===== config.mk =====
export PLATFORM = sky130hd
export DESIGN_NAME = fpmc_core
export DESIGN_NICKNAME = d
export VERILOG_FILES = /design/src/pkg/fpmc_pkg.sv /design/src/rtl/fpmc_core.sv /design/src/rtl/fpmc_fifo.sv
export SDC_FILE = /design/constraint.sdc
export NUM_CORES = 1
export LEC_CHECK = 0
export ABC_AREA = 0
export ABC_CLOCK_PERIOD_IN_PS = 3900
export BUFFER_PORTS_ARGS = -buffer_cell sky130_fd_sc_hd__buf_4
export CAP_MARGIN = 20
export CELL_PAD_IN_SITES_DETAIL_PLACEMENT = 2
export CELL_PAD_IN_SITES_GLOBAL_PLACEMENT = 2
export CORE_MARGIN = 2
export CORE_UTILIZATION = 35
export DETAILED_ROUTE_END_ITERATION = 7
export PLACE_DENSITY_LB_ADDON = 0.1
export SYNTH_ARGS = -nofsm -noshare
export SYNTH_HDL_FRONTEND = slang
export SYNTH_SLANG_ARGS = --single-unit

===== constraint.sdc =====
create_clock -name clk_in -period 3.9 [get_ports clk_in]
set_clock_uncertainty 0.15 [all_clocks]
set_input_delay 0.39 -clock clk_in [delete_from_list [all_inputs] [get_ports clk_in]]
set_output_delay 0.39 -clock clk_in [all_outputs]
set_load 0.05 [all_outputs]

===== src/pkg/fpmc_pkg.sv =====
/*
 * constants, field layout and carrier types of the package-writing control block.
 * assumes one clock domain and a register access port fed by the serial interface decoder.
 */
// Notes on behaviour
// protection off: packages go to the fifo with no free-space check.
// protection on: store only if whole package fits, else drop it whole.
// marking on: first word lsb forced to one, later words lsb forced zero.
// auto-switch in near mode: second near-on event moves to sample mode after storing.
// auto-switch off: mode only ever changes by software write.
// sample mode gating on: only samples between gesture start and end are stored.
// near decimation codes 0..5 give 1,2,4,8,16,32; other codes give 32.
// mode codes: 0 standby, 1 near mode, 3 sample mode.
// near package: one word intensity or three words x,y,intensity; other formats none.
// after auto-switch the mode field reads back the sample code.
`default_nettype none
package fpmc_pkg;

    // ****************************************
    // register map
    // ****************************************
    localparam logic [7:0]  FPMC_OPCTL_ADDR  = 8'h45;
    localparam logic [7:0]  FPMC_NDEC_ADDR   = 8'h46;
    localparam logic [15:0] FPMC_OPCTL_RST   = 16'h0000;
    localparam logic [15:0] FPMC_NDEC_RST    = 16'h0000;
    localparam logic [15:0] FPMC_OPCTL_MASK  = 16'h37ff;
    localparam logic [15:0] FPMC_NDEC_MASK   = 16'h0007;

    localparam int FPMC_MODE_LSB    = 0;
    localparam int FPMC_FMT_LSB     = 4;
    localparam int FPMC_PROTECT_BIT = 8;
    localparam int FPMC_MARK_BIT    = 9;
    localparam int FPMC_AUTO_BIT    = 10;
    localparam int FPMC_GATE_BIT    = 12;
    localparam int FPMC_NDEC_LSB    = 0;

    // ****************************************
    // codes and counts
    // ****************************************
    localparam logic [3:0] FPMC_MODE_STANDBY = 4'h0;
    localparam logic [3:0] FPMC_MODE_NEAR    = 4'h1;
    localparam logic [3:0] FPMC_MODE_SAMPLE  = 4'h3;
    localparam logic [3:0] FPMC_FMT_I        = 4'h1;
    localparam logic [3:0] FPMC_FMT_XYI      = 4'h3;
    localparam logic [1:0] FPMC_LEN_I        = 2'h1;
    localparam logic [1:0] FPMC_LEN_XYI      = 2'h3;
    localparam logic [1:0] FPMC_LEN_SAMPLE   = 2'h2;
    localparam int         FPMC_FIFO_DEPTH   = 16;
    localparam int         FPMC_WORD_W       = 16;

    // ****************************************
    // carriers
    // ****************************************
    typedef struct packed {
        logic        is_sample;
        logic [15:0] x;
        logic [15:0] y;
        logic [15:0] i;
    } fpmc_meas_t;

    typedef struct packed {
        logic        wr;
        logic        rd;
        logic [7:0]  addr;
        logic [15:0] wdata;
    } fpmc_reg_req_t;

    typedef enum logic {FPMC_IDLE, FPMC_WRITE} fpmc_state_t;

endpackage
`default_nettype wire


===== src/rtl/fpmc_core.sv =====
/*
 * package-writing control: mode and format registers, near decimation, sample gating,
 * overrun protection, start marking and near-to-sample auto-switch, feeding the output fifo.
 * assumes register requests come decoded from the serial interface, one per cycle,
 * and that measurement and event inputs are synchronous to clk_in.
 */
`default_nettype none
module fpmc_core
    import fpmc_pkg::*;
#(
    parameter int FIFO_DEPTH = FPMC_FIFO_DEPTH
) (
    input  wire logic                            clk_in,
    input  wire logic                            rst_in,
    input  wire fpmc_reg_req_t                   reg_req_in,
    output logic [15:0]                          reg_rdata_out,
    input  wire fpmc_meas_t                      meas_in,
    input  wire logic                            meas_valid_in,
    output logic                                 meas_ready_out,
    input  wire logic                            near_on2_in,
    input  wire logic                            gesture_start_in,
    input  wire logic                            gesture_end_in,
    output logic [FPMC_WORD_W-1:0]               fifo_data_out,
    output logic                                 fifo_valid_out,
    input  wire logic                            fifo_ready_in,
    output logic [$clog2(FIFO_DEPTH+1)-1:0]      fifo_level_out,
    output logic [3:0]                           operating_mode_select_out,
    output logic                                 drop_out
);
    localparam int CW = $clog2(FIFO_DEPTH+1);

    // ****************************************
    // registers
    // ****************************************
    logic [15:0]       opctl_reg;
    logic [15:0]       ndec_reg;
    fpmc_state_t       state_reg;
    logic [2:0][15:0]  words_reg;
    logic [1:0]        len_reg;
    logic [1:0]        idx_reg;
    logic [4:0]        dec_cnt_reg;
    logic              window_reg;
    logic              pend_reg;

    logic [3:0]        operating_mode_select;
    logic [3:0]        out_fmt;
    logic              protect_en;
    logic              package_mark_enable;
    logic              near_to_sample_autoswitch;
    logic              sample_output_gating;
    logic [2:0]        near_decimation_rate;
    logic              op_wr;
    logic              accept;
    logic              near_seen;
    logic [1:0]        pkg_len;
    logic [CW-1:0]     space;
    logic              room;
    logic              take;
    logic              drop;
    logic              switch_now;
    logic [4:0]        rate_m1;
    logic [15:0]       push_data;
    logic              push_ready;
    logic              push_fire;
    logic [CW-1:0]     lvl;

    assign operating_mode_select                   = opctl_reg[FPMC_MODE_LSB +: 4];
    assign out_fmt                   = opctl_reg[FPMC_FMT_LSB +: 4];
    assign protect_en                = opctl_reg[FPMC_PROTECT_BIT];
    assign package_mark_enable       = opctl_reg[FPMC_MARK_BIT];
    assign near_to_sample_autoswitch = opctl_reg[FPMC_AUTO_BIT];
    assign sample_output_gating      = opctl_reg[FPMC_GATE_BIT];
    assign near_decimation_rate      = ndec_reg[FPMC_NDEC_LSB +: 3];
    assign op_wr                     = reg_req_in.wr && (reg_req_in.addr == FPMC_OPCTL_ADDR);
    assign operating_mode_select_out               = operating_mode_select;
    assign fifo_level_out            = lvl;

    // ****************************************
    // decimation and package selection
    // ****************************************
    always_comb begin
        case (near_decimation_rate)
            3'h0:    rate_m1 = 5'h00;
            3'h1:    rate_m1 = 5'h01;
            3'h2:    rate_m1 = 5'h03;
            3'h3:    rate_m1 = 5'h07;
            3'h4:    rate_m1 = 5'h0f;
            default: rate_m1 = 5'h1f;
        endcase
    end

    assign accept    = meas_valid_in && meas_ready_out;
    assign near_seen = accept && (operating_mode_select == FPMC_MODE_NEAR) && !meas_in.is_sample;

    always_comb begin
        pkg_len = 2'h0;
        if (near_seen && dec_cnt_reg == 5'h00) begin
            if (out_fmt == FPMC_FMT_I) begin
                pkg_len = FPMC_LEN_I;
            end else if (out_fmt == FPMC_FMT_XYI) begin
                pkg_len = FPMC_LEN_XYI;
            end
        end else if (accept && operating_mode_select == FPMC_MODE_SAMPLE && meas_in.is_sample &&
                     (!sample_output_gating || window_reg)) begin
            pkg_len = FPMC_LEN_SAMPLE;
        end
    end

    assign space = CW'(FIFO_DEPTH) - lvl;
    assign room  = (space >= CW'(pkg_len));
    assign take  = (pkg_len != 2'h0) && (!protect_en || room);
    assign drop  = (pkg_len != 2'h0) && protect_en && !room;

    always_ff @(posedge clk_in) begin
        if (rst_in) begin
            dec_cnt_reg <= 5'h00;
        end else if (near_seen) begin
            dec_cnt_reg <= (dec_cnt_reg >= rate_m1) ? 5'h00 : 5'(dec_cnt_reg + 5'h01);
        end
    end

    always_ff @(posedge clk_in) begin
        if (rst_in) begin
            window_reg <= 1'b0;
        end else if (gesture_start_in) begin
            window_reg <= 1'b1;
        end else if (gesture_end_in) begin
            window_reg <= 1'b0;
        end
    end

    // ****************************************
    // package writer
    // ****************************************
    always_comb begin
        push_data = words_reg[idx_reg];
        if (package_mark_enable) begin
            push_data[0] = (idx_reg == 2'h0);
        end
    end

    assign push_fire = (state_reg == FPMC_WRITE) && push_ready;

    always_ff @(posedge clk_in) begin
        if (rst_in) begin
            state_reg      <= FPMC_IDLE;
            meas_ready_out <= 1'b1;
            len_reg        <= 2'h0;
            idx_reg        <= 2'h0;
            words_reg      <= '0;
        end else begin
            case (state_reg)
                FPMC_IDLE: begin
                    if (take) begin
                        state_reg      <= FPMC_WRITE;
                        meas_ready_out <= 1'b0;
                        len_reg        <= pkg_len;
                        idx_reg        <= 2'h0;
                        if (pkg_len == FPMC_LEN_I) begin
                            words_reg <= {16'h0000, 16'h0000, meas_in.i};
                        end else begin
                            words_reg <= {meas_in.i, meas_in.y, meas_in.x};
                        end
                    end
                end
                FPMC_WRITE: begin
                    if (push_fire) begin
                        idx_reg <= 2'(idx_reg + 2'h1);
                        if (2'(idx_reg + 2'h1) == len_reg) begin
                            state_reg      <= FPMC_IDLE;
                            meas_ready_out <= 1'b1;
                        end
                    end
                end
                default: begin
                    state_reg      <= FPMC_IDLE;
                    meas_ready_out <= 1'b1;
                end
            endcase
        end
    end

    always_ff @(posedge clk_in) begin
        if (rst_in) begin
            drop_out <= 1'b0;
        end else begin
            drop_out <= drop;
        end
    end

    fpmc_fifo #(
        .WIDTH (FPMC_WORD_W),
        .DEPTH (FIFO_DEPTH)
    ) u_fifo (
        .clk_in        (clk_in),
        .rst_in        (rst_in),
        .in_data_in    (push_data),
        .in_valid_in   (state_reg == FPMC_WRITE),
        .in_ready_out  (push_ready),
        .out_data_out  (fifo_data_out),
        .out_valid_out (fifo_valid_out),
        .out_ready_in  (fifo_ready_in),
        .level_out     (lvl)
    );

    // ****************************************
    // mode register and auto-switch
    // ****************************************
    // switch waits until the writer is idle so the event's package is fully stored
    assign switch_now = pend_reg && (state_reg == FPMC_IDLE) && !take;

    always_ff @(posedge clk_in) begin
        if (rst_in) begin
            pend_reg <= 1'b0;
        end else if (op_wr || !near_to_sample_autoswitch || operating_mode_select != FPMC_MODE_NEAR) begin
            pend_reg <= 1'b0;
        end else if (near_on2_in) begin
            pend_reg <= 1'b1;
        end else if (switch_now) begin
            pend_reg <= 1'b0;
        end
    end

    always_ff @(posedge clk_in) begin
        if (rst_in) begin
            opctl_reg <= FPMC_OPCTL_RST;
            ndec_reg  <= FPMC_NDEC_RST;
        end else begin
            if (op_wr) begin
                opctl_reg <= reg_req_in.wdata & FPMC_OPCTL_MASK;
            end else if (switch_now) begin
                opctl_reg[FPMC_MODE_LSB +: 4] <= FPMC_MODE_SAMPLE;
            end
            if (reg_req_in.wr && reg_req_in.addr == FPMC_NDEC_ADDR) begin
                ndec_reg <= reg_req_in.wdata & FPMC_NDEC_MASK;
            end
        end
    end

    always_ff @(posedge clk_in) begin
        if (rst_in) begin
            reg_rdata_out <= 16'h0000;
        end else if (reg_req_in.rd) begin
            case (reg_req_in.addr)
                FPMC_OPCTL_ADDR: reg_rdata_out <= opctl_reg;
                FPMC_NDEC_ADDR:  reg_rdata_out <= ndec_reg;
                default:         reg_rdata_out <= 16'h0000;
            endcase
        end
    end
endmodule
`default_nettype wire


===== src/rtl/fpmc_fifo.sv =====
/*
 * output fifo with a registered read stage; holds DEPTH words in memory.
 * assumes DEPTH is a power of two and a single clock.
 */
`default_nettype none
module fpmc_fifo #(
    parameter int WIDTH = 16,
    parameter int DEPTH = 16
) (
    input  wire logic                       clk_in,
    input  wire logic                       rst_in,
    input  wire logic [WIDTH-1:0]           in_data_in,
    input  wire logic                       in_valid_in,
    output logic                            in_ready_out,
    output logic [WIDTH-1:0]                out_data_out,
    output logic                            out_valid_out,
    input  wire logic                       out_ready_in,
    output logic [$clog2(DEPTH+1)-1:0]      level_out
);
    localparam int AW = $clog2(DEPTH);
    localparam int CW = $clog2(DEPTH+1);

    logic [WIDTH-1:0] mem_reg [DEPTH];
    logic [AW-1:0]    wr_ptr_reg;
    logic [AW-1:0]    rd_ptr_reg;
    logic [CW-1:0]    cnt_reg;
    logic             push;
    logic             load;

    assign in_ready_out = (cnt_reg < CW'(DEPTH));
    assign push         = in_valid_in && in_ready_out;
    assign load         = (cnt_reg != '0) && (!out_valid_out || out_ready_in);
    assign level_out    = cnt_reg;

    always_ff @(posedge clk_in) begin
        if (push) begin
            mem_reg[wr_ptr_reg] <= in_data_in;
        end
    end

    always_ff @(posedge clk_in) begin
        if (rst_in) begin
            wr_ptr_reg <= '0;
            rd_ptr_reg <= '0;
            cnt_reg    <= '0;
        end else begin
            if (push) begin
                wr_ptr_reg <= AW'(wr_ptr_reg + 1'b1);
            end
            if (load) begin
                rd_ptr_reg <= AW'(rd_ptr_reg + 1'b1);
            end
            cnt_reg <= CW'(cnt_reg + CW'(push) - CW'(load));
        end
    end

    // read stage: memory data always leave through this register
    always_ff @(posedge clk_in) begin
        if (rst_in) begin
            out_valid_out <= 1'b0;
            out_data_out  <= '0;
        end else if (load) begin
            out_valid_out <= 1'b1;
            out_data_out  <= mem_reg[rd_ptr_reg];
        end else if (out_ready_in) begin
            out_valid_out <= 1'b0;
        end
    end

endmodule
`default_nettype wire


==> out/metrics.yaml, run 1 <==
final_layout:
  layout_commonest_cell: "edfxtp_1"
  fillers: 4236
  largest_reg_flops: 256
  nets: 1354
  drive_above_1_share_pct: 26.9
  post-route-util_pct: 44.0
  n_antenna_cell: 0
  final_cell_mix: "256 x edfxtp_1, 178 x buf_4, 117 x dfxtp_1"
  ff_latch_area_um2: 10100
  area_delta_synth_final_pct: 23.7
  multi_input_comb_area_um2: 4910
critical_path:
  cp.arrival_ns: 3.77
  cp-end-kind: "flop"
  critPathKind: "reg2reg"
  crit_path_start_kind: "flop"
  rrSetupSlack_ns: 0.48
  worstPathCellList: "inv_1 -> ha_1 -> and4bb_2 -> nand4_1 -> inv_1 -> a21boi_0 -> ha_1 -> a2111oi_2 -> a22oi_1 -> o21ai_0 -> o221a_2"
  cp_slowest_cell: "o21ai_0"
  max_stage_delay_ns: 0.54
  required_ns: 4.25
  crit_fanout: 4
  reg2reg_depth: 11
  worstReg2RegStart: "dec_cnt_reg[0]"
  r2r_end: "opctl_reg[1]"
global_routing:
  grtUsageMet3_pct: 2.74
  grt_pass1_vias: 10400
  gr-total-overflow: 0
  grtUsageMet1_pct: 26.6
  grt_start_max_net_pins: 53
  antenna_found_initial: 0
  grtUsageTotal_pct: 19.7
  grt-busiest-layer: "met2"
  grt_pass1_wl_mm: 65.5
  grt.met2_usage_pct: 33.3
routing:
  routedWlPerCell_um: 23.4
  dr.pass1.iters: 4
  ant_nets: 0
  drtIter0Drc: 571
  viasPerCell: 5.12
  routed_wl_mm: 43.7
  vias: 9529
  drcViolationCount: 0
cts:
  cts-htree-levels: 2
  cts_root_buf: "clkbuf_16"
  clock_latency_ns: 0.56
  cts_buffers: 43
  clock-sinks: 377
  cts_tree: "built"
  clk_pin_slew_ns: 0.06
  clock_path_buffers: 3
pwr:
  leakagePower_nw: 6.47
  irDropWorstVdd_mv: 0.355
  powerDensity_nw_per_um2: 560
placed_design:
  dpl.hpwl_mm: 27.7
  port_buffers: 119
  gp_congestion: 0.716
logic_synthesis:
  synth_edf_count: 256
  synth_top_area_share_pct: 49.9
  netlist_area_um2: 15400
  syn_avg_cell_area_um2: 14.8
  synthArstFlopShare_pct: 0
  synth_largest_area_cell: "edfxtp_1"
  ys_seq_elements: 377
  synth.distinct_cells: 55
  synth_area_leaders: "edfxtp_1 50%, dfxtp_1 16%, mux4_2 9.4%, mux2i_1 5.1%, ha_1 2.1%"
  synth-seq-area-share_pct: 65.7
  synth_flop_cell: "edfxtp_1"
  yosysWarnings: 0
  postSynthCellCount: 1037
floorplan:
  die_height_um: 214
  start_util_pct: 35.6
  dieArea_um2: 45700
  num_rows: 76
  io_pins: 126
  fp.dieW_um: 214
  core_um2: 43300
sta:
  rsz0062_at_grt: "no"
  maxSlewHeadroom_pct: 32.6
  fmax_mhz: 292
  slew_viol_final: 0
  hold_violations: 0
  tightest_slew_ns: 1.01
  setup_tns_ns: 0
  setup-violations-final: 0
  min_period_ns: 3.42
  period_share_pct: 87.7
hold_path:
  whs_endpoint: "words_reg[4]"
  hold_start: "meas_in[36]"
  hp-class: "in2reg"
  hold_path_depth: 3
job:
  drv_cap: 0
outcome:
  outcome: "complete, no violations"
[final cells by class]
cell class / instances / share of cell area [%]
tap: 585 / 3.84
sequential: 377 / 53.1
inverter: 23 / 0.453
clock buffer: 61 / 6.22
timing repair buffer: 231 / 9.96
clock inverter: 16 / 0.585
multi-input combinational: 569 / 25.8
[per-layer routing]
layer,wire length (µm),vias up
met2,21700,158
met4,834,0
li1,-,4339
met5,0,-
met3,1270,55
met1,19900,4977
[synth_stat cells, drive strengths merged (26+ instances only)]
| library cell | n |
|---|---|
| edfxtp | 256 |
| dfxtp | 121 |
| nor2 | 79 |
| mux2i | 78 |
| mux4 | 64 |
| nand2 | 61 |
| nand3 | 42 |
| clkbuf | 41 |
| o21ai | 36 |
| o22ai | 32 |
| buf | 29 |
| ha | 26 |
[power breakdown]
part	total [mW]	switching, mW	internal, mW
logic	2.30	1.22	1.08
registers	4.57	0.228	4.34
clock network	3.80	1.62	2.18
total	10.7	3.06	7.60
[per-stage QoR]
stage | hold slack (ns) | area, µm² | power [mW] | instances | setup slack, ns
final | 0.0600 | 19000 | 10.7 | 1862 | 0.479
after global routing | 0.0434 | 19000 | 11.1 | 1862 | 0.0846
after global placement | 0.286 | 17200 | 6.91 | 1734 | 0.538
after CTS | 0.0292 | 19000 | 10.8 | 1861 | 0.436
after floorplan | 0.286 | 15400 | 6.22 | 1039 | 0.217
after detailed placement | 0.291 | 17200 | 6.95 | 1734 | 0.470
[how the worst max path moves through the flow]
stage / startpoint / end / slack [ns] / depth (start not counted)
6_report: dec_cnt_reg[0] / opctl_reg[1] / 0.48 / 11
5_1_grt: dec_cnt_reg[0] / opctl_reg[1] / 0.08 / 11
4_1_cts: dec_cnt_reg[0] / opctl_reg[1] / 0.44 / 11
3_5_place_dp: dec_cnt_reg[0] / opctl_reg[1] / 0.47 / 11
3_3_place_gp: dec_cnt_reg[0] / opctl_reg[1] / 0.54 / 11
2_1_floorplan: u_fifo.level_out[1] / u_fifo.mem_reg[3][0] / 0.22 / 7
[critical path, delay by kind of cell, from the launching register on]
kind,cells,cell delay [ns]
fa+ha+maj,2,0.50
flops,1,0.39
simple gates,2,0.36
buf+inv,2,0.16
compound gates,5,1.82
[kinds of logic (layout without fill, tap and decap cells)]
| logic type | Yosys count | count (layout) | share of synthesized area (%) |
|---|---|---|---|
| and+or+nand+nor | 235 | 235 | 7.23 |
| xor gates and xnor gates | 17 | 17 | 0.967 |
| DFF | 377 | 377 | 65.7 |
| other | 1 | 3 | 0.0244 |
| buffers and inverters | 93 | 331 | 2.86 |
| adders and majority gates | 27 | 27 | 2.24 |
| AOI/OAI and AO/OA | 144 | 144 | 6.52 |
| muxes | 143 | 143 | 14.5 |
[timing repair]
| action | CTS | global route |
|---|---|---|
| resized for setup | 0 | 0 |
| buffers inserted | 0 | 0 |
| hold buffers | 50 | 0 |
| hold endpoints to repair | 53 | 0 |
Note: power is estimated with default switching activity, not from simulation.
==> inputs of run 2 (changes only) <==
--- a/config.mk
+++ b/config.mk
@@ -14,6 +14,7 @@
 export CORE_MARGIN = 2
 export CORE_UTILIZATION = 35
 export DETAILED_ROUTE_END_ITERATION = 7
+export MAX_ROUTING_LAYER = met4
 export PLACE_DENSITY_LB_ADDON = 0.1
 export SYNTH_ARGS = -nofsm -noshare
 export SYNTH_HDL_FRONTEND = slang
==> run 2 against run 1 <==
Compared with the run above: non-clock buffer count did not move; combinational power barely moved; power barely moved; clock power barely moved; largest power group unchanged; clock-buffer cell count did not move; critical path depth rose by 4; first-iteration DRC count rose by 3.3%.
==> out/metrics.yaml, run 2 (synthesis results as in run 1) <==
outcome:
  outcome: "complete, no violations"
global_routing:
  grtUsageTotal_pct: 20.3
  gr-total-overflow: 0
  grt_start_max_net_pins: 53
  grt_pass1_vias: 10400
  antenna_found_initial: 0
  grt_pass1_wl_mm: 65.5
routing:
  drtIter0Drc: 590
  routed_wl_mm: 43.6
  routedWlPerCell_um: 23.4
  viasPerCell: 5.09
  vias: 9480
  drcViolationCount: 0
  dr.pass1.iters: 5
  ant_nets: 0
final_layout:
  post-route-util_pct: 44.0
  final_cell_mix: "256 x edfxtp_1, 178 x buf_4, 117 x dfxtp_1"
  area_delta_synth_final_pct: 23.7
  fillers: 4236
  n_antenna_cell: 0
  nets: 1354
  drive_above_1_share_pct: 26.9
  fin_area_um2: 19000
  largest_reg_flops: 256
  layout_commonest_cell: "edfxtp_1"
sta:
  slew_viol_final: 0
  fmax_mhz: 293
  rsz0062_at_grt: "no"
  hold_violations: 0
  setup_ws_ns: 0.483
  period_share_pct: 87.6
  min_period_ns: 3.42
  tightest_slew_ns: 1.01
  maxSlewHeadroom_pct: 32.4
  setup-violations-final: 0
  setup_tns_ns: 0
  hold_slack_ns: 0.0606
cts:
  cts_buffers: 43
  post_cts_resized: 0
  clk_pin_slew_ns: 0.06
  clock_path_buffers: 3
  cts_tree: "built"
  clock-sinks: 377
  cts_root_buf: "clkbuf_16"
  cts-htree-levels: 2
  clock_latency_ns: 0.56
critical_path:
  crit_fanout: 4
  critPathKind: "reg2reg"
  cp-end-kind: "flop"
  required_ns: 4.17
  crit_path_start_kind: "flop"
  cp.arrival_ns: 3.69
floorplan:
  core_um2: 43300
  start_util_pct: 35.6
  dieArea_um2: 45700
  die_height_um: 214
  io_pins: 126
  num_rows: 76
  fp.dieW_um: 214
placed_design:
  dpl.hpwl_mm: 27.7
  port_buffers: 119
  placed_cell_area_um2: 17200
  gp_congestion: 0.724
  pre_cts_slack_ns: 0.470
pwr:
  irDropWorstVdd_mv: 0.355
  powerDensity_nw_per_um2: 560
  leakagePower_nw: 6.47
job:
  drv_cap: 0
hold_path:
  hp-class: "in2reg"
run 2: cell counts in the layout (fill, tap and decap cells not counted):
No cell type changed its count.
run 2: what timing repair did:
action	in CTS	in global routing
endpoints found under the hold margin	53	0
setup buffers	0	0
hold buffers	50	0
setup endpoints to repair	0	0
run 2: path summary, 6_finish.rpt:
kind,start,endpoint,slack (ns),cells past startpoint
worst max-delay path,u_fifo.level_out[0],u_fifo.level_out[4],0.48,15
worst min register to register,u_fifo.out_data_out[5],u_fifo.out_data_out[5],0.30,1
worst min-delay path,meas_in[36],words_reg[4],0.06,3
worst max register to register,u_fifo.level_out[0],u_fifo.level_out[4],0.48,15
run 2: final cells by class:
| class | count | area [µm²] | area share (%) |
|---|---|---|---|
| repair buffers | 231 | 1900 | 9.96 |
| well taps | 585 | 732 | 3.84 |
| multi-input cells | 569 | 4910 | 25.8 |
| clock buffers | 61 | 1180 | 6.22 |
| clock inverters | 16 | 111 | 0.585 |
| inverters | 23 | 86.3 | 0.453 |
| flip-flops and latches | 377 | 10100 | 53.1 |
run 2: layer usage:
metal	vias up	global-route usage, %	wire (µm)
met2	175	33.4	21700
met3	59	2.68	1430
met5	-	-	0
met1	4908	26.6	19600
li1	4338	-	-
met4	0	5.32	799
run 2: report_power, final:
part	internal (mW)	switching, mW	leakage [nW]	total [mW]
Sequential	4.34	0.231	3.03	4.57
Combinational	1.08	1.21	2.81	2.30
Clock	2.18	1.61	0.634	3.79
run 2: metrics by stage:
stage / instances / total power [mW]
after global placement: 1734 / 6.91
after CTS: 1861 / 10.8
after floorplan: 1039 / 6.22
final: 1862 / 10.7
after global routing: 1862 / 11.1
after detailed placement: 1734 / 6.95
run 2: worst max-delay path, cell delays in order, from the launching register on:
cell	delay [ns]
dfxtp_1	0.43
inv_1	0.13
ha_1	0.24
and2_1	0.18
ha_1	0.23
nor2b_1	0.31
ha_1	0.30
inv_1	0.06
ha_1	0.17
inv_1	0.06
fa_1	0.43
nor2_1	0.12
nor2_1	0.05
o21bai_1	0.19
xnor2_1	0.16
nor2_1	0.05
